<file path="src/shared/cfpa_pkg.sv">
// constants for the cell fault priority arbiter
// assumes one 100 MHz clock; counter delays are counted in oscillator ticks, the short-circuit delay in clock cycles
`default_nettype none
package cfpa_pkg;
    // ==========================================
    // clock and oscillator tick
    localparam int CLK_PERIOD_NS = 10;
    localparam int TICK_PERIOD_NS = 1000;
    localparam int TICK_DIV_CYC = (TICK_PERIOD_NS + CLK_PERIOD_NS - 1) / CLK_PERIOD_NS;
    // ==========================================
    // counter delays, in ticks
    localparam int DLY_NORMAL_TICKS = 1000;
    localparam int DLY_SHORT_TICKS = 4;
    // ==========================================
    // short-circuit delay, fixed, not from the counter
    localparam int SC_DELAY_NS = 300;
    localparam int SC_DELAY_CYC = (SC_DELAY_NS + CLK_PERIOD_NS - 1) / CLK_PERIOD_NS;
    // ==========================================
    // delay channels
    localparam int CH_OC = 0;
    localparam int CH_OD = 1;
    localparam int CH_OCUR = 2;
    localparam int CH_XCHG = 3;
    localparam int CH_NUM = 4;
    // ==========================================
    // input bit positions of the comparator bundle
    localparam int IN_OC = 0;
    localparam int IN_OD = 1;
    localparam int IN_OCUR = 2;
    localparam int IN_SC = 3;
    localparam int IN_XCHG = 4;
    localparam int IN_TST = 5;
    localparam int IN_NUM = 6;
    // ==========================================
    // reset values of the outputs
    localparam logic CHG_GATE_RST = 1'b1;
    localparam logic DSG_GATE_RST = 1'b1;
    localparam logic PULL_RST = 1'b0;
    localparam logic STANDBY_RST = 1'b0;
endpackage
`default_nettype wire

</file>
<file path="src/shared/cfpa_tmr_if.sv">
// bundle between the arbiter and its delay timers
// assumes both ends run on the same clock
`timescale 1ns/1ps
`default_nettype none
interface cfpa_tmr_if #(parameter int N = 4);
    logic [N-1:0] run;
    logic [N-1:0] done;
    logic shorten;
    modport arb (output run, output shorten, input done);
    modport timer (input run, input shorten, output done);
endinterface
`default_nettype wire

</file>
<file path="src/hw/cfpa_delay_timer.sv">
// oscillator tick divider and one delay counter per channel
// assumes run drops within a cycle after done
`timescale 1ns/1ps
`default_nettype none
module cfpa_delay_timer
    import cfpa_pkg::*;
#(
    parameter int N = CH_NUM,
    parameter int TICK_DIV = TICK_DIV_CYC,
    parameter int NORMAL_TICKS = DLY_NORMAL_TICKS,
    parameter int SHORT_TICKS = DLY_SHORT_TICKS
) (
    // clock and reset
    input wire logic mclk_in,
    input wire logic srst_in,
    // channel bundle
    cfpa_tmr_if.timer t
);
    localparam int CW = $clog2(NORMAL_TICKS + 1);
    localparam int DW = $clog2(TICK_DIV + 1);

    initial begin
        if (SHORT_TICKS < 1 || SHORT_TICKS > NORMAL_TICKS || TICK_DIV < 1 || N < 1) begin
            $error("cfpa_delay_timer: bad parameters");
        end
    end

    // ==========================================
    // oscillator tick
    logic [DW-1:0] div_cnt;
    logic tick;
    wire div_wrap = (div_cnt == DW'(TICK_DIV - 1));

    always_ff @(posedge mclk_in) begin
        if (srst_in) begin
            div_cnt <= '0;
            tick <= 1'b0;
        end else begin
            div_cnt <= div_wrap ? '0 : div_cnt + 1'b1;
            tick <= div_wrap;
        end
    end

    // ==========================================
    // per-channel counters
    wire [CW-1:0] term = t.shorten ? CW'(SHORT_TICKS - 1) : CW'(NORMAL_TICKS - 1);

    for (genvar ch = 0; ch < N; ch++) begin : g_ch
        logic [CW-1:0] cnt;
        assign t.done[ch] = t.run[ch] & tick & (cnt == term);
        always_ff @(posedge mclk_in) begin
            if (srst_in || !t.run[ch]) begin
                cnt <= '0;
            end else if (tick && cnt != term) begin
                cnt <= cnt + 1'b1;
            end
        end
        a_done_at_term: assert property (@(posedge mclk_in) disable iff (srst_in)
            t.done[ch] |-> (cnt == (t.shorten ? CW'(SHORT_TICKS - 1) : CW'(NORMAL_TICKS - 1))))
            else $error("delay ended at wrong count");
    end
endmodule
`default_nettype wire

</file>
<file path="src/hw/cfpa_arbiter.sv">
// priority logic of a two-cell protector: gate drives, bias and standby
// assumes comparator flags and the test pin are asynchronous levels
// What this block does
// - test pin high shortens every counter delay
// - test pin low gives full counter delays
// - short-circuit delay ignores the test pin
// - over-charge detection preempts over-discharge detection
// - over-discharge after over-charge: no standby, pull high
// - over-charge start interrupts over-discharge detection
// - over-charge state aborts over-current detection
// - over-current first pulls low; over-charge first floats
// - over-discharge state aborts over-current detection
// - over-discharge first: pull high and standby
// - short-circuit detection runs independently
// - no charger detection during discharge-side faults
// - charger delay starts once discharge gate high
// - charge gate low on over-charge or charger
// - discharge gate low on discharge-side faults
`timescale 1ns/1ps
`default_nettype none
module cfpa_arbiter
    import cfpa_pkg::*;
#(
    parameter int SC_CYC = SC_DELAY_CYC
) (
    // clock and reset
    input wire logic mclk_in,
    input wire logic srst_in,
    // comparator flags, asynchronous
    input wire logic over_chg_in,
    input wire logic over_dsg_in,
    input wire logic over_cur_in,
    input wire logic short_cir_in,
    input wire logic xs_charger_in,
    // test pin, asynchronous
    input wire logic test_shorten_in,
    // gate drives
    output logic chg_gate_out,
    output logic dsg_gate_out,
    // charger-minus bias and standby
    output logic vminus_pull_hi_out,
    output logic vminus_pull_lo_out,
    output logic standby_out
);
    localparam int SW = $clog2(SC_CYC + 1);

    initial begin
        if (SC_CYC < 1) begin
            $error("cfpa_arbiter: SC_CYC must be at least one");
        end
    end

    // ==========================================
    // input synchronisers
    wire [IN_NUM-1:0] raw = {test_shorten_in, xs_charger_in, short_cir_in,
                             over_cur_in, over_dsg_in, over_chg_in};
    logic [IN_NUM-1:0] sync1;
    logic [IN_NUM-1:0] s;

    always_ff @(posedge mclk_in) begin
        if (srst_in) begin
            sync1 <= '0;
            s <= '0;
        end else begin
            sync1 <= raw;
            s <= sync1;
        end
    end

    wire oc_c = s[IN_OC];
    wire od_c = s[IN_OD];
    wire ocur_c = s[IN_OCUR];
    wire sc_c = s[IN_SC];
    wire xchg_c = s[IN_XCHG];

    // ==========================================
    // delay timers
    cfpa_tmr_if #(.N(CH_NUM)) tmr ();

    cfpa_delay_timer #(
        .N(CH_NUM),
        .TICK_DIV(TICK_DIV_CYC),
        .NORMAL_TICKS(DLY_NORMAL_TICKS),
        .SHORT_TICKS(DLY_SHORT_TICKS)
    ) u_timer (
        .mclk_in(mclk_in),
        .srst_in(srst_in),
        .t(tmr.timer)
    );

    assign tmr.shorten = s[IN_TST];

    // ==========================================
    // confirmed states
    logic oc_st;
    logic od_st;
    logic ocur_st;
    logic sc_st;
    logic xchg_st;
    logic [SW-1:0] sc_cnt;

    wire fault_i = ocur_st | sc_st;
    wire oc_run = oc_c != oc_st;
    wire oc_det = oc_run & ~oc_st;
    wire od_run = (od_c != od_st) & ~oc_det;
    // release only once both current comparators are quiet, else a held short chatters
    wire ocur_rel = fault_i & ~ocur_c & ~sc_c;
    wire ocur_det = ~fault_i & ocur_c & ~oc_st & ~od_st;
    wire ocur_run = ocur_rel | ocur_det;
    wire xchg_block = od_run | od_st | ocur_run | fault_i | sc_c;
    wire xchg_run = (xchg_c != xchg_st) & ~xchg_block & dsg_gate_out;
    wire sc_done = sc_c & ~sc_st & (sc_cnt == SW'(SC_CYC - 1));

    assign tmr.run = {xchg_run, ocur_run, od_run, oc_run};

    wire oc_done = tmr.done[CH_OC];
    wire od_done = tmr.done[CH_OD];
    wire ocur_done = tmr.done[CH_OCUR];
    wire xchg_done = tmr.done[CH_XCHG];

    // short-circuit delay on the system clock, blind to the test pin
    always_ff @(posedge mclk_in) begin
        if (srst_in || !sc_c || sc_st) begin
            sc_cnt <= '0;
        end else if (sc_cnt != SW'(SC_CYC - 1)) begin
            sc_cnt <= sc_cnt + 1'b1;
        end
    end

    always_ff @(posedge mclk_in) begin
        if (srst_in) begin
            oc_st <= 1'b0;
            od_st <= 1'b0;
            ocur_st <= 1'b0;
            sc_st <= 1'b0;
            xchg_st <= 1'b0;
        end else begin
            if (oc_done) begin
                oc_st <= ~oc_st;
            end
            if (od_done) begin
                od_st <= ~od_st;
            end
            if (ocur_done) begin
                ocur_st <= ~fault_i;
            end
            if (sc_done) begin
                sc_st <= 1'b1;
            end else if (ocur_done && fault_i) begin
                sc_st <= 1'b0;
            end
            if (xchg_done) begin
                xchg_st <= ~xchg_st;
            end
        end
    end

    // ==========================================
    // output decode
    wire next_chg_gate = ~(oc_st | xchg_st);
    wire next_dsg_gate = ~(od_st | fault_i);
    wire next_pull_hi = od_st;
    wire next_pull_lo = fault_i & ~od_st;
    wire next_standby = od_st & ~oc_st;

    always_ff @(posedge mclk_in) begin
        if (srst_in) begin
            chg_gate_out <= CHG_GATE_RST;
            dsg_gate_out <= DSG_GATE_RST;
            vminus_pull_hi_out <= PULL_RST;
            vminus_pull_lo_out <= PULL_RST;
            standby_out <= STANDBY_RST;
        end else begin
            chg_gate_out <= next_chg_gate;
            dsg_gate_out <= next_dsg_gate;
            vminus_pull_hi_out <= next_pull_hi;
            vminus_pull_lo_out <= next_pull_lo;
            standby_out <= next_standby;
        end
    end

    // ==========================================
    // assertions
    a_chg_gate_block: assert property (@(posedge mclk_in) disable iff (srst_in)
        $rose(oc_st) |=> !chg_gate_out ##1 !chg_gate_out || !oc_st)
        else $error("charge gate not low after over-charge");
    a_dsg_gate_block: assert property (@(posedge mclk_in) disable iff (srst_in)
        (od_st || ocur_st || sc_st) |=> !dsg_gate_out)
        else $error("discharge gate not low on fault");
    a_od_yields_oc: assert property (@(posedge mclk_in) disable iff (srst_in)
        (oc_c && !oc_st && !od_st) |-> !od_run)
        else $error("over-discharge detection ran during over-charge detection");
    a_no_standby_oc: assert property (@(posedge mclk_in) disable iff (srst_in)
        (oc_st && od_st) |=> (!standby_out && vminus_pull_hi_out))
        else $error("standby entered with over-charge held");
    a_standby_od: assert property (@(posedge mclk_in) disable iff (srst_in)
        (od_st && !oc_st) |=> (standby_out && vminus_pull_hi_out && !vminus_pull_lo_out))
        else $error("over-discharge did not bias high and stand by");
    a_pull_lo_ocur: assert property (@(posedge mclk_in) disable iff (srst_in)
        (ocur_st && !od_st) |=> (vminus_pull_lo_out && !vminus_pull_hi_out))
        else $error("over-current did not pull low");
    a_ocur_abort: assert property (@(posedge mclk_in) disable iff (srst_in)
        (!fault_i && (oc_st || od_st)) |-> !ocur_run)
        else $error("over-current detection ran after over-charge or over-discharge");
    a_xchg_blocked: assert property (@(posedge mclk_in) disable iff (srst_in)
        (od_st || fault_i || sc_c) |-> !xchg_run)
        else $error("charger detection during discharge-side fault");
    a_xchg_dsg_high: assert property (@(posedge mclk_in) disable iff (srst_in)
        xchg_run |-> dsg_gate_out)
        else $error("charger delay ran with discharge gate low");
    a_sc_fixed: assert property (@(posedge mclk_in) disable iff (srst_in)
        $rose(sc_st) |-> $past(sc_cnt) == SW'(SC_CYC - 1))
        else $error("short-circuit delay length wrong");

    c_oc_then_od: cover property (@(posedge mclk_in) disable iff (srst_in)
        oc_st ##[1:1000] (oc_st && od_st));
    c_ocur_then_od: cover property (@(posedge mclk_in) disable iff (srst_in)
        ocur_st ##[1:1000] (od_st && standby_out));
    c_short: cover property (@(posedge mclk_in) disable iff (srst_in) $rose(sc_st));
    c_xchg: cover property (@(posedge mclk_in) disable iff (srst_in) $rose(xchg_st));
endmodule
`default_nettype wire

</file>
<file path="config.mk">
export PLATFORM = sky130hd
export DESIGN_NAME = cfpa_arbiter
export DESIGN_NICKNAME = d
export VERILOG_FILES = /design/src/shared/cfpa_pkg.sv /design/src/shared/cfpa_tmr_if.sv /design/src/hw/cfpa_delay_timer.sv /design/src/hw/cfpa_arbiter.sv
export SDC_FILE = /design/constraint.sdc
export NUM_CORES = 1
export LEC_CHECK = 0
export ABC_AREA = 1
export BUFFER_PORTS_ARGS = -buffer_cell sky130_fd_sc_hd__clkbuf_2
export CELL_PAD_IN_SITES_DETAIL_PLACEMENT = 0
export CELL_PAD_IN_SITES_GLOBAL_PLACEMENT = 1
export CORE_MARGIN = 1.5
export CORE_UTILIZATION = 30
export CTS_BUF_LIST = sky130_fd_sc_hd__clkbuf_16
export DETAILED_ROUTE_END_ITERATION = 6
export MAX_ROUTING_LAYER = met4
export PLACE_DENSITY = 0.55
export SLEW_MARGIN = 10
export SYNTH_ARGS = -nofsm -noshare
export SYNTH_HDL_FRONTEND = slang
export SYNTH_SLANG_ARGS = --single-unit
export TNS_END_PERCENT = 1
</file>
<file path="constraint.sdc">
create_clock -name mclk_in -period 1.68 [get_ports mclk_in]
set_clock_uncertainty 0.05 [all_clocks]
set_input_delay 0.336 -clock mclk_in [delete_from_list [all_inputs] [get_ports mclk_in]]
set_output_delay 0.336 -clock mclk_in [all_outputs]
set_load 0.02 [all_outputs]
</file>
==> reports/qor.yml <==
numCtsBuffers: 9
coreArea_mm2: 0.0122
fillers: 1298
grt-ovfl-total: 0
vdd_drop_max_mv: 0.448
worst_pin_slew_ns: 0.319
tritoncts: "built"
required_ns: 1.86
power_leakage_nw: 1.70
status: "complete, no violations"
fin_cells: 740
dr_wl_met2_mm: 3.81
start_kind: "flip-flop"
async_flop_share_pct: 0
drt-initial-drc-count: 127
synth_seq_cells: 75
grt_max_degree: 24
critPathTopFamily: "simple AND/OR/NAND/NOR gates"
postRouteAntennaNets: 0
drv_slew: 0
path_cells: "ha_1, inv_1, nor3_4, nand3_4, nand2_4, inv_2, nor2_1, nor2_1"
p_total_mw: 3.96
die_width_um: 115
cts_root_buf: "clkbuf_16"
die_area_mm2: 0.0133
chipHeight_um: 115
syn_nets: 551
clock-sinks: 75
grt_first_pass_wirelength_mm: 14.8
synth_cells: 535
syn_area_mm2: 0.00377
numPortBuffers: 12
gp_routability_congestion: 0.762
nNetsFinal: 583
drc_errors: 0
highest_layer: "met4"
critPathMaxFanout: 10
end_kind: "flip-flop"
final_hold_viol_count: 0
fp-row-count: 40
rsz0062_at_grt: "true"
r2r_cells: 8
routed_wl_mm: 8.63
hold_class: "primary input to flip-flop"
htree_levels: 3
ys.flop_type: "dfxtp_1"
power_density_mw_per_mm2: 884
path_clk_slew_ns: 0.06
wire_per_inst_um: 11.7
drt-met1-wl_mm: 4.54
start_util_pct: 31.0
syn_avg_cell_area_um2: 7.05
first_pass_iters: 4
grt_pass1_vias: 3155
max_stage_delay_ns: 0.38
finalSetupViolCount: 0
final.min_clock_period_ns: 1.56
vias: 3274
cp_slowest_cell: "dfxtp_1"
ys_warn_count: 0
clock_path_buffers: 2
drv_cap: 0
slew_headroom_pct: 78.7
cp.depth: 8
crit_top_cell: "nor2_1"
area_growth_pct: 18.8
track_usage_pct: 14.6
antennaDiodeCount: 0
dpl.hpwl_mm: 6.25
viasPerCell: 4.42
finalSetupTns_ns: 0
drive_gt1_share_pct: 14.5
path_buf_inv: 2
cp.arrival_ns: 1.73
fmax_mhz: 642
critPathKind: "flip-flop to flip-flop"
synth-edff-count: 0
antenna_found_initial: 0
min_path_cells: 3
ys_types: 35
wl_met3_um: 206
post-route-period-util_pct: 92.7
num_io_pins: 13
dp_cells: 721
clock_latency_ns: 0.33
ys_seq_area_share_pct: 39.8
==> metal layers <==
| metal | track usage, % | vias to the layer above |
|---|---|---|
| met2 | 22.5 | 24 |
| met5 | - | - |
| met3 | 3.16 | 6 |
| met1 | 19.3 | 1473 |
| li1 | - | 1771 |
| met4 | 4.36 | 0 |
==> worst paths after layout <==
| kind | start | to | slack, ns |
|---|---|---|---|
| worst max-delay path | u_timer.g_ch[0].cnt[1] | u_timer.g_ch[0].cnt[0] | 0.12 |
| worst min-delay path | over_cur_in | sync1[2] | 0.14 |
| worst max register to register | u_timer.g_ch[0].cnt[1] | u_timer.g_ch[0].cnt[0] | 0.12 |
| worst min register to register | sync1[2] | s[2] | 0.35 |
==> kinds of logic (layout without fill, tap and decap cells) <==
family | after synthesis | after routing | share of synthesized area [%]
buffers and inverters | 76 | 112 | 8.36
and+or+nand+nor | 294 | 295 | 35.5
AOI/OAI and AO/OA | 55 | 55 | 7.46
xor gates and xnor gates | 27 | 27 | 6.27
DFF | 75 | 75 | 39.8
adders and majority gates | 8 | 8 | 2.65
==> layout by cell type (no fill, tap or decap), types with 2 or more instances in the layout <==
| cell | n |
|---|---|
| inv_2 | 6 |
| bufinv_16 | 2 |
| o21ai_1 | 2 |
| nand3_1 | 52 |
| nand2_4 | 3 |
| dfxtp_1 | 74 |
| nor3_2 | 3 |
| xnor2_1 | 11 |
| clkinv_1 | 2 |
| clkbuf_2 | 12 |
| nor3_1 | 10 |
| a21oi_1 | 41 |
| nand4_1 | 6 |
| nand3b_1 | 4 |
| xor2_1 | 16 |
| nor3_4 | 2 |
| nand2_2 | 6 |
| clkbuf_16 | 9 |
| ha_1 | 8 |
| o21ai_0 | 9 |
| buf_4 | 21 |
| nor2_2 | 6 |
| clkinvlp_4 | 2 |
| nand3_2 | 5 |
| nand2_1 | 115 |
| nor2_1 | 78 |
| inv_1 | 56 |
==> report_power, final <==
part           switching [mW]  internal, mW
Sequential             0.0118          1.80
Clock                   0.771          1.30
Combinational          0.0563        0.0302
Total                   0.839          3.12
==> per-stage QoR <==
step	hold slack [ns]	instance area, µm²	utilization, %	setup slack, ns
finish	0.141	4480	36.9	0.122
global route	0.137	4480	36.9	-0.0160
CTS	0.124	4430	36.4	0.0164
detailed placement	0.342	4110	33.8	0.0279
global placement	0.343	4110	33.8	0.0282
floorplan	0.338	3770	-	0.258
==> cell type report <==
cell class                 instances  area (µm²)  area share [%]
multi-input combinational        385        2000            44.6
sequential                        75        1500            33.5
inverter                          63         236            5.28
clock buffer                       9         225            5.03
timing repair buffer              33         218            4.86
tap                              168         210            4.69
clock inverter                     7        92.6            2.07
==> cell usage after synthesis (2+ instances only) <==
cell type / instances / area [µm²]
nand4_1: 6 / 37.5
clkbuf_1: 3 / 11.3
buf_1: 2 / 7.51
nand2_2: 5 / 31.3
buf_2: 2 / 10.0
buf_6: 2 / 22.5
ha_1: 8 / 100
nor2_1: 80 / 300
nor3_4: 2 / 32.5
dfxtp_1: 75 / 1500
inv_1: 56 / 210
buf_4: 3 / 22.5
o21ai_1: 2 / 10.0
nand3b_1: 4 / 30.0
nand3_2: 4 / 40.0
nand2_4: 2 / 22.5
nand2_1: 117 / 439
inv_2: 6 / 22.5
a21oi_1: 41 / 205
nor3_1: 12 / 60.1
xor2_1: 16 / 140
nor3b_1: 2 / 15.0
nor2_2: 4 / 25.0
o21ai_0: 9 / 45.0
xnor2_1: 11 / 96.3
nand3_1: 52 / 260
==> registers in the layout (all words and copies together) (netlist names), 5 cells and up <==
name	flops
sc_cnt	5
sync1	6
u_timer.div_cnt	7
s	6
u_timer.g_ch.cnt	40
==> what timing repair did <==
item / in CTS / in global routing
gates resized for setup: 0 / 10
setup endpoints to repair: 0 / 19
hold buffers: 0 / 0
buffers inserted: 0 / 2
==> worst register-to-register path, cell delays in order, from the launching register on <==
cell	delay (ns)
dfxtp_1	0.38
ha_1	0.20
inv_1	0.13
nor3_4	0.21
nand3_4	0.14
nand2_4	0.15
inv_2	0.07
nor2_1	0.08
nor2_1	0.05
(Power assumes the default switching activity.)
